### src/include/ocr_pkg.sv
`default_nettype none
package ocr_pkg;
  // Register offsets
  localparam logic [7:0] CHAN_A_CLOCK_SKEW_INVERT_OFS = 8'h17;
  localparam logic [7:0] CHAN_B_CLOCK_SKEW_INVERT_OFS = 8'h18;
  localparam logic [7:0] OVERLOAD_THRESHOLD_LEVEL_OFS = 8'h1F;

  // Values after reset
  localparam logic [7:0] CHAN_A_RESET = 8'h00;
  localparam logic [7:0] CHAN_B_RESET = 8'h00;
  localparam logic [7:0] OVERLOAD_RESET = 8'h7F;

  // Field positions
  localparam int DRIVE_BOOST_EN_BIT = 7;
  localparam int SKEW_LSB = 1;
  localparam int SKEW_MSB = 5;
  localparam int INVERT_BIT = 0;
  localparam int THRESH_MSB = 6;
  localparam int WO_TOP_BIT = 7;

  // Readable masks: write-only bits read as zero
  localparam logic [7:0] CHAN_A_READ_MASK = 8'hBF;
  localparam logic [7:0] CHAN_B_READ_MASK = 8'h3F;
  localparam logic [7:0] OVERLOAD_READ_MASK = 8'h7F;

  // Skew codes, earliest to latest clock position
  localparam logic [4:0] SKEW_M80 = 5'h05;
  localparam logic [4:0] SKEW_M55 = 5'h07;
  localparam logic [4:0] SKEW_ZERO = 5'h00;
  localparam logic [4:0] SKEW_P55 = 5'h0D;
  localparam logic [4:0] SKEW_P95 = 5'h0E;
  localparam logic [4:0] SKEW_P140 = 5'h0B;
  localparam logic [4:0] SKEW_P180 = 5'h14;
  localparam logic [4:0] SKEW_P230 = 5'h10;
  localparam logic [2:0] SKEW_ZERO_STEP = 3'h2;

  // Overload flag latency in output clock cycles
  localparam int OVERLOAD_LATENCY = 9;
  localparam logic [6:0] THRESH_FULL_SCALE = 7'h7F;

  typedef enum logic {QUAD_RATE, DOUBLE_RATE} ocr_rate_type;
endpackage
`default_nettype wire

### src/design/ocr_skew_dec.sv
`timescale 1ns/1ps
`default_nettype none
module ocr_skew_dec (
  input  wire logic       [4:0] i_code,
  output logic            [2:0] o_step,
  output logic signed     [8:0] o_delay_ps,
  output logic                  o_legal
);
  always_comb begin
    o_step     = ocr_pkg::SKEW_ZERO_STEP;
    o_delay_ps = 9'sh000;
    o_legal    = 1'b1;
    unique case (i_code)
      ocr_pkg::SKEW_M80: begin
        o_step     = 3'h0;
        o_delay_ps = -9'sh050;
      end
      ocr_pkg::SKEW_M55: begin
        o_step     = 3'h1;
        o_delay_ps = -9'sh037;
      end
      ocr_pkg::SKEW_ZERO: begin
        o_step     = 3'h2;
        o_delay_ps = 9'sh000;
      end
      ocr_pkg::SKEW_P55: begin
        o_step     = 3'h3;
        o_delay_ps = 9'sh037;
      end
      ocr_pkg::SKEW_P95: begin
        o_step     = 3'h4;
        o_delay_ps = 9'sh05F;
      end
      ocr_pkg::SKEW_P140: begin
        o_step     = 3'h5;
        o_delay_ps = 9'sh08C;
      end
      ocr_pkg::SKEW_P180: begin
        o_step     = 3'h6;
        o_delay_ps = 9'sh0B4;
      end
      ocr_pkg::SKEW_P230: begin
        o_step     = 3'h7;
        o_delay_ps = 9'sh0E6;
      end
      // Undefined codes fall back to the unshifted position
      default: begin
        o_legal = 1'b0;
      end
    endcase
  end
endmodule
`default_nettype wire

### src/design/ocr_regs.sv
`timescale 1ns/1ps
`default_nettype none
// Operation
// - Clock drive boost applies only while the boost enable bit is one.
// - Channel A skew field shifts channel A output clock against data.
// - Skew field holds eight defined codes; zero code means no shift.
// - Channel A clock inverts in quad-rate mode with override set.
// - Channel B skew field shifts channel B clock with same codes.
// - Channel B clock inverts in quad-rate mode with override set.
// - Double-rate mode: channel B invert bit inverts the shared clock.
// - Threshold register resets to 7Fh; top bit is write-only.
// - Overload flag rises nine output clocks after input exceeds threshold.
// - Rate select zero gives quad-rate, one gives double-rate mode.
module ocr_regs #(
  parameter int LATENCY = ocr_pkg::OVERLOAD_LATENCY
) (
  input  wire logic              i_clk,
  input  wire logic              i_sys_rst,
  input  wire logic              i_reg_wr,
  input  wire logic              i_reg_rd,
  input  wire logic        [7:0] i_reg_addr,
  input  wire logic        [7:0] i_reg_wdata,
  input  wire logic              i_output_rate_select,
  input  wire logic              i_control_pin_override,
  input  wire logic              i_clk_strength_bit,
  input  wire logic              i_out_clk_en,
  input  wire logic        [6:0] i_input_level,
  output logic             [7:0] o_reg_rdata,
  output logic                   o_reg_rvalid,
  output logic                   o_clk_drive_boost,
  output logic             [2:0] o_skew_step_a,
  output logic signed      [8:0] o_skew_ps_a,
  output logic             [2:0] o_skew_step_b,
  output logic signed      [8:0] o_skew_ps_b,
  output logic                   o_skew_code_illegal,
  output logic                   o_invert_a,
  output logic                   o_invert_b,
  output logic                   o_invert_shared,
  output logic             [6:0] o_overload_threshold,
  output logic                   o_fast_overload
);
  logic [7:0] chan_a_reg;
  logic [7:0] chan_b_reg;
  logic [7:0] overload_reg;
  logic [7:0] chan_a_next;
  logic [7:0] chan_b_next;
  logic [7:0] overload_next;
  logic [LATENCY-1:0] over_pipe_reg;

  // Address decode
  wire hit_a = i_reg_addr == ocr_pkg::CHAN_A_CLOCK_SKEW_INVERT_OFS;
  wire hit_b = i_reg_addr == ocr_pkg::CHAN_B_CLOCK_SKEW_INVERT_OFS;
  wire hit_o = i_reg_addr == ocr_pkg::OVERLOAD_THRESHOLD_LEVEL_OFS;

  assign chan_a_next   = (i_reg_wr && hit_a) ? i_reg_wdata : chan_a_reg;
  assign chan_b_next   = (i_reg_wr && hit_b) ? i_reg_wdata : chan_b_reg;
  assign overload_next = (i_reg_wr && hit_o) ? i_reg_wdata : overload_reg;

  // Write-only bits read back as zero, unmapped offsets read zero
  wire [7:0] read_mux =
    hit_a ? (chan_a_reg & ocr_pkg::CHAN_A_READ_MASK) :
    hit_b ? (chan_b_reg & ocr_pkg::CHAN_B_READ_MASK) :
    hit_o ? (overload_reg & ocr_pkg::OVERLOAD_READ_MASK) : 8'h00;

  wire ocr_pkg::ocr_rate_type rate =
    i_output_rate_select ? ocr_pkg::DOUBLE_RATE : ocr_pkg::QUAD_RATE;
  wire quad = rate == ocr_pkg::QUAD_RATE;

  wire [4:0] code_a = chan_a_reg[ocr_pkg::SKEW_MSB:ocr_pkg::SKEW_LSB];
  wire [4:0] code_b = chan_b_reg[ocr_pkg::SKEW_MSB:ocr_pkg::SKEW_LSB];
  wire [2:0] step_a;
  wire [2:0] step_b;
  wire signed [8:0] ps_a;
  wire signed [8:0] ps_b;
  wire legal_a;
  wire legal_b;

  ocr_skew_dec u_dec_a (
    .i_code     (code_a),
    .o_step     (step_a),
    .o_delay_ps (ps_a),
    .o_legal    (legal_a)
  );

  ocr_skew_dec u_dec_b (
    .i_code     (code_b),
    .o_step     (step_b),
    .o_delay_ps (ps_b),
    .o_legal    (legal_b)
  );

  wire boost = chan_a_reg[ocr_pkg::DRIVE_BOOST_EN_BIT] & i_clk_strength_bit;
  wire inv_a = quad & i_control_pin_override & chan_a_reg[ocr_pkg::INVERT_BIT];
  wire inv_b = quad & i_control_pin_override & chan_b_reg[ocr_pkg::INVERT_BIT];
  // Shared clock inversion, no override needed
  wire inv_s = !quad & chan_b_reg[ocr_pkg::INVERT_BIT];

  // Input above full scale times threshold over 127
  wire over_now = i_input_level > overload_reg[ocr_pkg::THRESH_MSB:0];

  always_ff @(posedge i_clk) begin
    if (i_sys_rst) begin
      chan_a_reg   <= ocr_pkg::CHAN_A_RESET;
      chan_b_reg   <= ocr_pkg::CHAN_B_RESET;
      overload_reg <= ocr_pkg::OVERLOAD_RESET;
    end else begin
      chan_a_reg   <= chan_a_next;
      chan_b_reg   <= chan_b_next;
      overload_reg <= overload_next;
    end
  end

  always_ff @(posedge i_clk) begin
    if (i_sys_rst) begin
      o_reg_rdata  <= 8'h00;
      o_reg_rvalid <= 1'b0;
    end else begin
      o_reg_rdata  <= i_reg_rd ? read_mux : o_reg_rdata;
      o_reg_rvalid <= i_reg_rd;
    end
  end

  // Outputs are registered copies so the pad logic sees no decode glitches
  always_ff @(posedge i_clk) begin
    if (i_sys_rst) begin
      o_clk_drive_boost    <= 1'b0;
      o_skew_step_a        <= ocr_pkg::SKEW_ZERO_STEP;
      o_skew_ps_a          <= 9'sh000;
      o_skew_step_b        <= ocr_pkg::SKEW_ZERO_STEP;
      o_skew_ps_b          <= 9'sh000;
      o_skew_code_illegal  <= 1'b0;
      o_invert_a           <= 1'b0;
      o_invert_b           <= 1'b0;
      o_invert_shared      <= 1'b0;
      o_overload_threshold <= ocr_pkg::THRESH_FULL_SCALE;
    end else begin
      o_clk_drive_boost    <= boost;
      o_skew_step_a        <= step_a;
      o_skew_ps_a          <= ps_a;
      o_skew_step_b        <= step_b;
      o_skew_ps_b          <= ps_b;
      o_skew_code_illegal  <= !legal_a | !legal_b;
      o_invert_a           <= inv_a;
      o_invert_b           <= inv_b;
      o_invert_shared      <= inv_s;
      o_overload_threshold <= overload_reg[ocr_pkg::THRESH_MSB:0];
    end
  end

  // Latency pipe advanced on each output clock
  always_ff @(posedge i_clk) begin
    if (i_sys_rst) begin
      over_pipe_reg <= '0;
    end else if (i_out_clk_en) begin
      over_pipe_reg <= {over_pipe_reg[LATENCY-2:0], over_now};
    end
  end

  always_ff @(posedge i_clk) begin
    if (i_sys_rst) begin
      o_fast_overload <= 1'b0;
    end else begin
      o_fast_overload <= over_pipe_reg[LATENCY-1];
    end
  end
endmodule
`default_nettype wire

### config.mk
export PLATFORM = sky130hd
export DESIGN_NAME = ocr_regs
export DESIGN_NICKNAME = d
export VERILOG_FILES = /design/src/include/ocr_pkg.sv /design/src/design/ocr_skew_dec.sv /design/src/design/ocr_regs.sv
export SDC_FILE = /design/constraint.sdc
export NUM_CORES = 1
export LEC_CHECK = 0
export BUFFER_PORTS_ARGS = -buffer_cell sky130_fd_sc_hd__buf_2
export CORE_MARGIN = 4
export CORE_UTILIZATION = 53
export DETAILED_ROUTE_END_ITERATION = 10
export PLACE_DENSITY = 0.79
export SLEW_MARGIN = 15
export SYNTH_ARGS = -nofsm -noshare
export SYNTH_HDL_FRONTEND = slang
export SYNTH_HIERARCHICAL = 1
export SYNTH_SLANG_ARGS = --single-unit
export TNS_END_PERCENT = 100
### constraint.sdc
create_clock -name i_clk -period 1.7 [get_ports i_clk]
set_input_delay 0 -clock i_clk [delete_from_list [all_inputs] [get_ports i_clk]]
set_output_delay 0 -clock i_clk [all_outputs]
set_load 0.005 [all_outputs]
==> impl_metrics.py <==
metrics = {
    "outcome": {
        "outcome": "complete, no violations",
    },
    "cts": {
        "postCtsSetupBuffers": 0,
        "cts_sinks": 75,
        "cts_made_buffers": 9,
        "worst_skew_pair.late_latency_ns": 0.35,
        "clockRootBuffer": "clkbuf_8",
        "cts_tree": "done",
        "clk_pin_slew_worst_paths_ns": 0.07,
        "clockBufferDepth": 2,
        "cts_max_level": 3,
    },
    "placed_design": {
        "place_congestion": 0.834,
        "hpwl_mm": 5.15,
        "dp.cells": 496,
        "port_buffers": 76,
    },
    "final_layout": {
        "fin_nets": 483,
        "fin_cells": 525,
        "final_core_util_pct": 67.3,
        "drive_gt1_share_pct": 27.1,
        "area_growth_pct": 21.5,
        "diodes": 0,
    },
    "sta": {
        "period_minus_slack_ns": 1.54,
        "setup_viol": 0,
        "hold-worst-slack_ns": 0.0445,
        "tns_ns": 0,
        "worst_slew_pin_slew_ns": 0.589,
        "max_slew_margin_pct": 60.4,
        "finalCritPeriodShare_pct": 90.3,
        "grt_setup_unrepaired": "false",
        "hold_violations": 0,
        "worst_clock_skew_ns": 0.00420,
        "finalMaxSlewViolations": 0,
        "timing.fmax_mhz": 651,
    },
    "synthesis": {
        "ys_async_sr_fraction_pct": 0,
        "ys.flop_type": "dfxtp_1",
        "yosys.area_share.xor_xnor_pct": 1.58,
        "post_synth_mux_area_share_pct": 6.60,
        "synth-seq-cells": 75,
        "ys_seq_area_share_pct": 45.0,
        "syn_nets": 396,
        "synth.distinct_cells": 45,
        "synth_warnings": 6,
        "synth_area_per_cell_sq_um": 9.32,
        "synth_top_family_by_area": "simple AND/OR/NAND/NOR gates",
        "synthAdderAreaFrac_pct": 2.63,
        "synth_compound_area_share_pct": 14.2,
        "synth_edf_count": 0,
        "synthSimpleGateAreaFrac_pct": 24.4,
        "syn_area_sq_mm": 0.00334,
        "syn_inst": 358,
    },
    "grt": {
        "antenna_found_initial": 0,
        "grt_pass1_vias": 2531,
        "grt_usage_pct": 20.0,
        "grt_use_met1_pct": 24.7,
        "use_met2_pct": 31.5,
        "busiest_layer": "met2",
        "grt.met3_usage_pct": 5.30,
        "grt_max_degree": 37,
        "grt_pass1_wl_mm": 11.9,
        "grt_overflow": 0,
    },
    "detailed_routing": {
        "drc": 0,
        "routedWlPerCell_um": 14.0,
        "dr.pass1.iters": 4,
        "viasPerCell": 5.35,
        "vias": 2810,
        "drt_iter0_markers": 118,
        "wirelength_mm": 7.33,
        "ant_nets": 0,
    },
    "worst_hold_path": {
        "min_path_cells": 3,
        "min_from": "i_reg_addr[3]",
        "hold_class": "input pin to register",
        "min_to": "o_reg_rdata[6]",
    },
    "floorplan": {
        "die_w_um": 87.3,
        "die-area_sq_mm": 0.00763,
        "dieHeight_um": 87.3,
        "initial_core_util_pct": 55.4,
        "boundaryPins": 77,
        "num_rows": 28,
        "placeableCoreArea_sq_mm": 0.00603,
    },
    "setup_path": {
        "required_ns": 1.94,
        "crit_type": "register to register",
        "worstPathMaxFanout": 12,
        "critPathLaunchType": "register",
        "r2r-end": "o_skew_step_b[1]",
        "critical_path_arrival_ns": 1.77,
        "r2r-start": "chan_b_reg[3]",
        "rrSetupSlack_ns": 0.16,
        "crit_path_end_kind": "register",
        "r2r.worst_path.cells": 4,
    },
    "power": {
        "p_per_area_mw_per_mm2": 805,
        "ir_drop_v": 0.000515,
        "p_leak_nw": 1.88,
    },
    "run": {
        "maxCapViolCount": 0,
    },
}
[cell families after synthesis]
kind of cell | Yosys count
fa+ha+maj | 7
compound gates | 68
xor+xnor | 6
mux | 22
flops | 75
simple gates | 146
buf+inv | 34
[worst max-delay path: stages (launching register included)]
cell     delay (ns)
dfxtp_1        0.54
xor2_1         0.23
nand3_1        0.16
a21o_1         0.21
or2_2          0.28
[area by class of cell]
cell class | count | area (sq um)
Fill cell | 508 | 1970
Multi-Input combinational cell | 249 | 1650
Sequential cell | 75 | 1500
Timing Repair Buffer | 96 | 563
Clock buffer | 11 | 141
Tap cell | 75 | 93.8
Clock inverter | 5 | 52.6
Inverter | 14 | 52.6
[placed cells by master (no fill, tap or decap), types with 3 or more instances in the layout]
master          n
a21boi_0        3
a21o_1          4
a21oi_1        25
buf_2          76
buf_4           7
clkbuf_8       10
clkinv_2        3
dfxtp_1        74
dlygate4sd3_1  13
ha_1            7
inv_1          13
mux2i_1        22
nand2_1        32
nand2b_1        8
nand3_1         9
nand3b_1        7
nor2_1         35
nor2b_1        25
o211ai_2        6
o21ai_0        10
o31ai_1         6
or2_1           4
or2_2           6
xor2_1          4
[timing repair]
action | 4_1_cts | 5_1_grt
hold endpoints to repair | 25 | 0
endpoints found under the setup margin | 0 | 1
gates resized for setup | 0 | 1
hold buffers | 13 | 0
[metal layers]
metal  vias to the layer above  share of wire, %
li1                       1411                 -
met1                      1285                45
met2                        96                46
met3                        18               6.9
met4                         0               2.9
met5                         -                 0
[worst max path at each step]
stage | slack [ns] | depth (start not counted) | end | startpoint
6_report | 0.16 | 4 | o_skew_step_b[1] | chan_b_reg[3]
5_1_grt | 0.06 | 4 | o_skew_ps_a[7] | chan_a_reg[4]
4_1_cts | 0.1 | 4 | o_skew_step_a[1] | chan_a_reg[3]
3_5_place_dp | 0.11 | 4 | o_skew_step_a[1] | chan_a_reg[3]
3_3_place_gp | 0.21 | 4 | o_skew_step_a[1] | chan_a_reg[3]
2_1_floorplan | 0.33 | 5 | o_skew_step_b[1] | chan_b_reg[1]
[metrics by stage]
| step | setup slack [ns] | cell area [sq um] | power, mW |
|---|---|---|---|
| after global routing | 0.0623 | 4050 | 3.39 |
| final | 0.164 | 4050 | 3.27 |
| after CTS | 0.0982 | 4050 | 3.30 |
| after floorplan | 0.331 | 3340 | 1.87 |
| after detailed placement | 0.115 | 3730 | 1.94 |
| after global placement | 0.213 | 3730 | 1.93 |
[cell usage after synthesis, types with 2 or more instances]
master | instances | area share [%]
nand4_2 | 2 | 0.75
buf_6 | 7 | 2.4
o32ai_1 | 2 | 0.53
o22a_2 | 2 | 0.60
a2111o_1 | 2 | 0.68
nand2_1 | 32 | 3.6
nand3b_1 | 7 | 1.6
o211ai_1 | 2 | 0.45
dfxtp_1 | 75 | 45
or2b_1 | 2 | 0.45
nand2b_1 | 8 | 1.5
buf_2 | 5 | 0.75
nor2b_1 | 25 | 4.7
a21oi_1 | 25 | 3.8
o22a_1 | 2 | 0.53
or2_2 | 6 | 1.1
or2_1 | 4 | 0.75
nor2_1 | 35 | 3.9
inv_1 | 13 | 1.5
or3_1 | 2 | 0.38
or4_1 | 2 | 0.45
nor4bb_1 | 2 | 0.60
xor2_1 | 4 | 1.1
nand4_1 | 2 | 0.38
mux2i_1 | 22 | 6.6
ha_1 | 7 | 2.6
nand3_1 | 9 | 1.4
nor2b_4 | 2 | 0.83
o211ai_2 | 6 | 2.3
xnor2_1 | 2 | 0.53
a211o_1 | 2 | 0.53
o31ai_1 | 6 | 1.4
a21boi_0 | 3 | 0.68
clkbuf_1 | 8 | 0.90
o21ai_0 | 10 | 1.5
a21o_1 | 4 | 0.90
[power by group]
group          internal (mW)  total, mW  switching (mW)
clock network          0.710       1.34           0.635
registers               1.76       1.76         0.00178
logic                 0.0689      0.160          0.0911
(Power assumes the default switching activity.)
